<file path="src/inc/pds_pkg.sv">
// package for the pin default and reset state block
// assumes a single 200 MHz clock domain and an AHB-Lite register bus
package pds_pkg;
    // ==========================================================
    // register map
    localparam logic [7:0] PDS_CTRL_OFS = 8'h00;
    localparam logic [7:0] PDS_SEL0_OFS = 8'h04;
    localparam logic [7:0] PDS_SEL1_OFS = 8'h08;
    localparam logic [7:0] PDS_STAT_OFS = 8'h0c;
    localparam logic [7:0] PDS_DRV_OFS = 8'h10;
    localparam logic [7:0] PDS_IN_OFS = 8'h14;
    // ==========================================================
    // control fields
    localparam int PDS_CTRL_DONE = 0;
    localparam int PDS_CTRL_PRESENT = 1;
    localparam int PDS_CTRL_WAKE_EN = 2;
    localparam int PDS_CTRL_SUSP_PD = 3;
    localparam int PDS_CTRL_CONFIGURED = 4;
    localparam int PDS_CTRL_SUSPEND = 5;
    localparam int PDS_UP_W = 10;
    localparam int PDS_LO_W = 8;
    localparam int PDS_UP_PD_BIT = 7;
    localparam logic [31:0] PDS_CTRL_RST = 32'h0000_0000;
    localparam int PDS_SEL_PINS = 5;
    // ==========================================================
    // lower port default roles: bit positions and pad masks
    localparam int PDS_LO_TXD = 0;
    localparam int PDS_LO_RXD = 1;
    localparam int PDS_LO_RTS = 2;
    localparam int PDS_LO_CTS = 3;
    localparam int PDS_LO_DTR = 4;
    localparam int PDS_LO_DSR = 5;
    localparam int PDS_LO_DCD = 6;
    localparam int PDS_LO_RI = 7;
    localparam logic [7:0] PDS_LO_OE_MASK = 8'h15;
    localparam logic [7:0] PDS_LO_IN_MASK = 8'hea;
    // ==========================================================
    // upper port functions, two bits per pin across sel0/sel1
    localparam logic [1:0] PDS_FN_PULLUP = 2'h0;
    localparam logic [1:0] PDS_FN_DRIVE0 = 2'h1;
    localparam logic [1:0] PDS_FN_DRIVE1 = 2'h2;
    localparam logic [1:0] PDS_FN_POWER_ENABLE_N = 2'h3;
    localparam logic [1:0] HTRANS_NONSEQ = 2'h2;
    // pad control for a group of pins
    typedef struct packed {
        logic [PDS_UP_W-1:0] out;
        logic [PDS_UP_W-1:0] oe;
        logic [PDS_UP_W-1:0] pu;
        logic [PDS_UP_W-1:0] pd;
    } pds_pad_t;
endpackage : pds_pkg

</file>
<file path="src/rtl/pds_pins.sv">
// pin default and reset state logic with an AHB-Lite register slave
// assumes hresetn is the device reset and all pins are sampled on hclk
// Functional notes
// - memory select pin floats while reset is active
// - memory clock floats in reset, driven by the device afterwards
// - memory data pin stays undriven throughout reset
// - lower bits 1, 3, 5, 6, 7 are receive, cts, dsr, dcd, ring inputs
// - with wake enabled, ring indicator low while suspended requests host resume
// - upper pins take stored function; without memory float with pull-up
// - without memory upper pin 7 floats with pull-down
// - input pins are weakly pulled up toward supply
// - optional weak pull-down on inputs while suspended
// - power enable low once configured, high during suspend
//
// Added by the designer: the register addresses and the AHB-Lite interface to the registers.
`timescale 1ns/1ps
module pds_pins
    import pds_pkg::*;
(
    input wire logic hclk,
    input wire logic hresetn,
    input wire logic hsel,
    input wire logic [7:0] haddr,
    input wire logic [1:0] htrans,
    input wire logic hwrite,
    input wire logic [2:0] hsize,
    input wire logic [31:0] hwdata,
    input wire logic hready,
    output logic [31:0] hrdata,
    output logic hreadyout,
    output logic hresp,
    input wire logic mem_cs_in,
    input wire logic mem_clk_in,
    input wire logic mem_data_in,
    output logic cfg_mem_select_o,
    output logic cfg_mem_select_oe,
    output logic cfg_mem_clock_o,
    output logic cfg_mem_clock_oe,
    output logic cfg_mem_data_o,
    output logic cfg_mem_data_oe,
    output logic cfg_mem_data_i,
    input wire logic uart_txd,
    input wire logic uart_rts_n,
    input wire logic uart_dtr_n,
    output logic uart_rxd,
    output logic uart_cts_n,
    output logic uart_dsr_n,
    output logic uart_dcd_n,
    output logic ring_indicator_n,
    input wire logic [PDS_LO_W-1:0] lower_port_in,
    output logic [PDS_LO_W-1:0] lower_port_out,
    output logic [PDS_LO_W-1:0] lower_port_oe,
    output logic [PDS_LO_W-1:0] lower_port_pu,
    output logic [PDS_LO_W-1:0] lower_port_pd,
    input wire logic [PDS_UP_W-1:0] upper_port_in,
    output pds_pad_t upper_pad,
    output logic power_enable_n,
    output logic resume_req
);
    // ==========================================================
    // bus slave
    logic [31:0] ctrl_q;
    logic [31:0] sel0_q;
    logic [31:0] sel1_q;
    logic wr_q;
    logic [7:0] wa_q;
    logic acc;
    assign acc = hsel && hready && (htrans == HTRANS_NONSEQ);
    assign hreadyout = 1'b1; // zero wait state
    assign hresp = 1'b0;
    // write address latched in the address phase
    always_ff @(posedge hclk or negedge hresetn)
        if (!hresetn)
        begin
            wr_q <= 1'b0;
            wa_q <= 8'h00;
        end
        else
        begin
            wr_q <= acc && hwrite;
            wa_q <= haddr;
        end
    // control and select registers
    always_ff @(posedge hclk or negedge hresetn)
        if (!hresetn)
        begin
            ctrl_q <= PDS_CTRL_RST;
            sel0_q <= 32'h0000_0000;
            sel1_q <= 32'h0000_0000;
        end
        else if (wr_q)
        begin
            if (wa_q == PDS_CTRL_OFS)
                ctrl_q <= hwdata;
            if (wa_q == PDS_SEL0_OFS)
                sel0_q <= hwdata;
            if (wa_q == PDS_SEL1_OFS)
                sel1_q <= hwdata;
        end
    logic done;
    logic present;
    logic suspend;
    assign done = ctrl_q[PDS_CTRL_DONE];
    assign present = ctrl_q[PDS_CTRL_PRESENT];
    assign suspend = ctrl_q[PDS_CTRL_SUSPEND];
    // ==========================================================
    // memory pins: float during reset, the async reset clears enables
    logic mem_oe_q;
    always_ff @(posedge hclk or negedge hresetn)
        if (!hresetn)
            mem_oe_q <= 1'b0;
        else
            mem_oe_q <= 1'b1;
    assign cfg_mem_select_o = mem_cs_in;
    assign cfg_mem_select_oe = mem_oe_q && hresetn;
    assign cfg_mem_clock_o = mem_clk_in;
    assign cfg_mem_clock_oe = mem_oe_q && hresetn;
    assign cfg_mem_data_o = mem_data_in;
    // data pin direction is owned by the read engine only after reset
    assign cfg_mem_data_oe = mem_oe_q && hresetn && ctrl_q[PDS_CTRL_PRESENT] && !done;
    assign cfg_mem_data_i = 1'b0; // reserved: the reader samples the data pad on its own side
    // ==========================================================
    // lower port default roles
    logic pd_on;
    // pull-down only while suspended, so pins outside suspend keep their pull-ups
    assign pd_on = ctrl_q[PDS_CTRL_SUSP_PD] && suspend && power_enable_n;
    always_comb
    begin
        lower_port_out = {PDS_LO_W{1'b0}};
        lower_port_out[PDS_LO_TXD] = uart_txd;
        lower_port_out[PDS_LO_RTS] = uart_rts_n;
        lower_port_out[PDS_LO_DTR] = uart_dtr_n;
        lower_port_oe = PDS_LO_OE_MASK;
        lower_port_pu = pd_on ? {PDS_LO_W{1'b0}} : PDS_LO_IN_MASK;
        lower_port_pd = pd_on ? PDS_LO_IN_MASK : {PDS_LO_W{1'b0}};
    end
    // inputs registered, data outputs from flops
    always_ff @(posedge hclk or negedge hresetn)
        if (!hresetn)
        begin
            uart_rxd <= 1'b1;
            uart_cts_n <= 1'b1;
            uart_dsr_n <= 1'b1;
            uart_dcd_n <= 1'b1;
            ring_indicator_n <= 1'b1;
        end
        else
        begin
            uart_rxd <= lower_port_in[PDS_LO_RXD];
            uart_cts_n <= lower_port_in[PDS_LO_CTS];
            uart_dsr_n <= lower_port_in[PDS_LO_DSR];
            uart_dcd_n <= lower_port_in[PDS_LO_DCD];
            ring_indicator_n <= lower_port_in[PDS_LO_RI];
        end
    // ring low while suspended with wake enabled asks for resume
    always_ff @(posedge hclk or negedge hresetn)
        if (!hresetn)
            resume_req <= 1'b0;
        else
            resume_req <= ctrl_q[PDS_CTRL_WAKE_EN] && suspend && !ring_indicator_n;
    // ==========================================================
    // power enable: low once configured, high in suspend
    always_ff @(posedge hclk or negedge hresetn)
        if (!hresetn)
            power_enable_n <= 1'b1;
        else
            power_enable_n <= !(ctrl_q[PDS_CTRL_CONFIGURED] && !suspend);
    // ==========================================================
    // upper port pads
    logic use_mem;
    logic [2*PDS_UP_W-1:0] sel_all;
    assign use_mem = present && done;
    // pins 0..4 sit in sel0 and pins 5..9 in sel1; one flat vector avoids a negative index
    assign sel_all = {sel1_q[2*PDS_SEL_PINS-1:0], sel0_q[2*PDS_SEL_PINS-1:0]};
    always_comb
    begin
        logic [1:0] fn;
        fn = 2'h0;
        upper_pad = '0;
        for (int i = 0; i < PDS_UP_W; i++)
        begin
            fn = sel_all[2*i +: 2];
            if (!use_mem)
            begin
                // defaults without memory
                upper_pad.pu[i] = (i != PDS_UP_PD_BIT) && !pd_on;
                upper_pad.pd[i] = (i == PDS_UP_PD_BIT) || pd_on;
            end
            else
            begin
                case (fn)
                    PDS_FN_DRIVE0:
                    begin
                        upper_pad.oe[i] = 1'b1;
                    end
                    PDS_FN_DRIVE1:
                    begin
                        upper_pad.oe[i] = 1'b1;
                        upper_pad.out[i] = 1'b1;
                    end
                    PDS_FN_POWER_ENABLE_N:
                    begin
                        upper_pad.oe[i] = 1'b1;
                        upper_pad.out[i] = power_enable_n;
                    end
                    default:
                    begin
                        upper_pad.pu[i] = !pd_on;
                        upper_pad.pd[i] = pd_on;
                    end
                endcase
            end
        end
    end
    // ==========================================================
    // read mux, registered data
    logic [31:0] rd_d;
    always_comb
    begin
        case (haddr)
            PDS_CTRL_OFS: rd_d = ctrl_q;
            PDS_SEL0_OFS: rd_d = sel0_q;
            PDS_SEL1_OFS: rd_d = sel1_q;
            PDS_STAT_OFS: rd_d = {29'h0, resume_req, power_enable_n, use_mem};
            PDS_DRV_OFS: rd_d = {22'h0, upper_pad.oe};
            PDS_IN_OFS: rd_d = {14'h0, upper_port_in, lower_port_in};
            default: rd_d = 32'h0000_0000;
        endcase
    end
    always_ff @(posedge hclk or negedge hresetn)
        if (!hresetn)
            hrdata <= 32'h0000_0000;
        else if (acc && !hwrite)
            hrdata <= rd_d;
endmodule : pds_pins

</file>
<file path="config.mk">
export PLATFORM = sky130hd
export DESIGN_NAME = pds_pins
export DESIGN_NICKNAME = d
export VERILOG_FILES = /design/src/inc/pds_pkg.sv /design/src/rtl/pds_pins.sv
export SDC_FILE = /design/constraint.sdc
export NUM_CORES = 1
export LEC_CHECK = 0
export BUFFER_PORTS_ARGS = -buffer_cell sky130_fd_sc_hd__buf_2
export CAP_MARGIN = 40
export CORE_UTILIZATION = 50
export DETAILED_ROUTE_END_ITERATION = 10
export HOLD_SLACK_MARGIN = 0.08
export PLACE_DENSITY = 0.83
export SYNTH_ARGS = -nofsm -noshare
export SYNTH_HDL_FRONTEND = slang
export SYNTH_SLANG_ARGS = --single-unit
</file>
<file path="constraint.sdc">
create_clock -name hclk -period 5.8 [get_ports hclk]
set_input_delay 0.58 -clock hclk [delete_from_list [all_inputs] [get_ports hclk]]
set_output_delay 0.58 -clock hclk [all_outputs]
set_load 0.01 [all_outputs]
</file>
## Word level (Yosys, flattened, before mapping)

Index checks and enable logic that the tools add are counted.

- Equality and inequality tests: 38
- Multiplexer cells: 83
- Reductions and logical operators: 34

Operators with widths:

| operator | count |
|---|---|
| $pmux W32 S6 | 1 |
| $mux W1 | 70 |
| $eq A2 B2 Y1 const B | 21 |
| $reduce_or A3 Y1 | 10 |
| $eq A8 B4 Y1 const B | 3 |
| $eq A2 B1 Y1 const B | 10 |
| $pmux W1 S2 | 10 |
| $eq A8 B3 Y1 const B | 2 |
| $eq A8 B5 Y1 const B | 2 |
| $logic_not A8 Y1 | 2 |
| $mux W8 | 2 |
| $logic_and A1 B1 Y1 | 13 |
| $logic_not A1 Y1 | 6 |
| $reduce_and A2 Y1 | 3 |

- Bits in registers: 145

## Depth between registers and ports, before layout

- Depth after elaboration: 5
- Mapped depth: 7

## Worst setup path before layout

No wires, ideal clock.

- Path kind: input to register
- From: input haddr[4]
- To: register hrdata[13]
- Arrival: 1971 ps
- Required time: 5674 ps
- Setup slack: 3703 ps
- Stages: 6
- Buffers on the path: 2
- Cells stage by stage: clkbuf_1 > buf_1 > mux2_2 > a22oi_1 > nor2_1 > a221o_1

- Cells in the longest elaborated chain, start to end: 2
- Elaborated cells between the ends (all ways): 7

Ends and longest elaborated chain:

| element | RTL line | text |
|---|---|---|
| start: declaration | pds_pins.sv:23 | `input wire logic [7:0] haddr,` |
| $eq A8 B5 Y1 (tied with other cells) | pds_pins.sv:220 | `case (haddr)` |
| $pmux W32 S6 (*) | pds_pins.sv:220 |  |
| end signal: assignment | pds_pins.sv:234 | `hrdata <= rd_d;` |
| end: declaration | pds_pins.sv:29 | `output logic [31:0] hrdata,` |

Every way passes the cells marked *; elsewhere a longest branch is shown, timed or not.
A chain may end at the register's enable or synchronous reset.

==> results.md <==
- Status: completed
- Number of flops mapped to enable cells by yosys: 0
- FF-to-FF Start: wa_q[4]
- Clk sink count: 145
- Die Height: 118 µm
- HP Class: primary input to asynchronous set/reset pin
- CTS tree: built
- Minimum clock period: around 3.2 ns
- Clk pin slew, worst setup/hold paths: 0.06 ns
- Max cap viols: 0
- Via count: 5059
- DR vias/cell: 5.68
- F_max: 0.316 GHz
- Most common cell after layout, fill and taps aside: buf_2
- Final core occ: 0.617
- P_int: just under 2000 µW
- Yosys Warn Count: 0
- CP Class: flop to output port
- Total track usage: 0.255
- Flop pwr share: 0.436
- Yosys reg bits: 145
- Sequential fraction of the synthesis area: 0.538
- CTS Buf Count: 17
- Core ar.: 13200 µm²
- Area Growth Syn to Fin: 20.4%
- Filler cells: 1050
- Area of the multi-input gates: 2710 µm²
- Initial antenna violation count: 0
- Post-Syn Area: 6760 µm²
- Core Rows: between 40 and 50
- R2r endpoint: ctrl_q[26]
- First-pass GRT wire length: ~27 mm
- Postcts setup bufs: 0
- Clk_lat worst skew: 0.42 ns
- Wire per inst: ~20 µm
- Skew final: 0.00722 ns
- Top Ports: 194
- Layout cells sized above 1: 0.428
- Max-slew violations: 0
- Leakage: just over 0.004 µW
- Hold Buf Count CTS: 0
- Yosys cell types: 41
- Vias in the first global route: 5286
- Final hold vios: 0
- Register area: 3640 µm²
- Min Hold Slack: about 0.22 ns
- Final period util: 0.545
- Port buffer count: 156
- Initial cell density of the core: 0.513
- Switching share of total power: 0.213
- Post-cts gate resize count: 0
- Detailed router's first-iteration violation count: roughly 360
- Max incr delay on CP: 0.70 ns
- Final instance area: ~8000 µm²
- Worst slew pin tran: 0.849 ns
- Worst EP required: 5.22 ns
- Crit path top cell by count: nand2_1
- Switching Power: between 500 and 600 µW
- Slew Limit Headroom: 0.433
- Power Density: 300 nW/µm²
- Gate power share: 0.060
- Setup WS post-layout: 2.64 ns
- Final setup viols: 0
- RSZ-0062 raised after global routing: false
- Synth async-reset ratio: 1.00
- Die width: 118 µm
- Full die area: 14000 µm²
- Crit. End Element: output port
- Syn Area/Cell: 11.9 µm²
- Main synth FF type: dfrtp_1
- Post-layout nets: 776
- DR pass1 iterations: 5
- DRC Markers: 0
- Antenna Cells: 0
- Beginning of the critical path: power_enable_n
- CTS Buffer Depth: 2
- Crit-path cells: nand3_1 -> inv_1 -> nand2_1 -> nand2_1 -> buf_2
- Gr ovfl total: 0
- Gate Count Post-Synth: roughly 570
- Final wirelength: ~17 mm
- Placed cell areas: 7480 µm²
- Cells on worst reg2reg path: 5
- Clock share of power: 0.505
- CP arrival: 2.58 ns
- Setup Total Neg Slack: 0 ns
- CTS H-tree depth: 4
- Critical Path Sink: upper_pad[7]
- Most frequent cells in the layout: 155 x buf_2, 139 x dfrtp_1, 104 x mux2_2
- Largest net degree at the start of global routing: 89
- Final weighted congestion in routability-driven placement: a little over 0.8
- Startpoint Class: flop
- Critical path's slowest cell: dfstp_2
- Remaining antenna violation count: 0
- Dpl ws: 2.93 ns
- Max FO, Critical Path: 16
- Root Driver: clkbuf_16
- Worst-case vdd ir drop: 0.218 mV
- Post-DP HPWL: 11.3 mm
- Reg2reg setup slack: 2.92 ns
cell families after synthesis:
family,share of synthesized area
flops,0.538
mux,0.207
simple gates,0.0748
compound gates,0.106
buf+inv,0.0726
other cells,0.00111
layout make-up:
| cell class | count | area share |
|---|---|---|
| multi-input combinational | 360 | 0.333 |
| clock buffer | 22 | 0.0558 |
| timing repair buffer | 166 | 0.106 |
| clock inverter | 10 | 0.0254 |
| sequential | 145 | 0.447 |
| inverter | 12 | 0.00553 |
| tap | 176 | 0.0271 |
critical path, delay by kind of cell, from the launching register on:
family                 cells  cell delay [ns]
flip-flops                 1             0.70
buffers and inverters      2             0.69
AND/OR/NAND/NOR            3             0.76
synth_stat cells, types with 3 or more instances:
cell       instances  area (µm²)
a21oi_1           11        55.1
nor2_1            56         210
o211a_1            5        50.1
a22oi_1           11        82.6
dfstp_2            6         158
buf_2              8        40.0
a21o_1             8        60.1
a22o_1            14         123
dfrtp_1          139        3480
o21ai_0           31         155
buf_4             38         285
a221o_1           11         110
o31ai_1            3        22.5
clkbuf_1          21        78.8
and2_1             3        18.8
mux2i_1           23         230
buf_6              3        33.8
inv_1             11        41.3
mux2_2           104        1170
a2bb2oi_1          3        26.3
a32oi_1            4        35.0
nand2_1           29         109
nand2b_1           3        18.8
flip-flops by register name, summed over array words and instances, names as in the netlist, 8 cells and up:
signal,cells
ctrl_q,32
hrdata,32
sel0_q,32
sel1_q,32
wa_q,8
power groups by stage:
stage | clock network [µW] | logic [µW] | registers [µW]
after CTS | 1250 | 147 | 1060
after global routing | 1300 | 161 | 1070
after floorplan | 0 | 89.8 | 1080
after detailed placement | 0 | 146 | 1080
final | 1230 | 146 | 1060
after global placement | 0 | 140 | 1080
per-stage QoR:
step	instances	total power, µW
2_1_floorplan	589	1170
3_3_place_gp	858	1220
3_5_place_dp	859	1230
4_1_cts	891	2460
5_1_grt	891	2520
6_report	891	2440
worst min-delay path by stage:
stage | startpoint | cells after the start | endpoint | slack [ns]
finish | hresetn | 1 | hrdata[20] | 0.22
global route | lower_port_in[1] | 1 | uart_rxd | 0.26
CTS | hresetn | 1 | ctrl_q[23] | 0.25
floorplan | hresetn | 0 | ctrl_q[0] | 0.28
global placement | ctrl_q[4] | 1 | power_enable_n | 0.41
detailed placement | ctrl_q[4] | 1 | power_enable_n | 0.42
routing by layer:
layer | wire, µm | vias to the layer above | track usage
met5 | 0 | - | 0
met4 | 296 | 0 | 0.116
met3 | 1140 | 26 | 0.0661
met2 | 8960 | 237 | 0.443
met1 | 6920 | 2575 | 0.296
li1 | - | 2221 | -
Power figures use the tool's default switching activity.
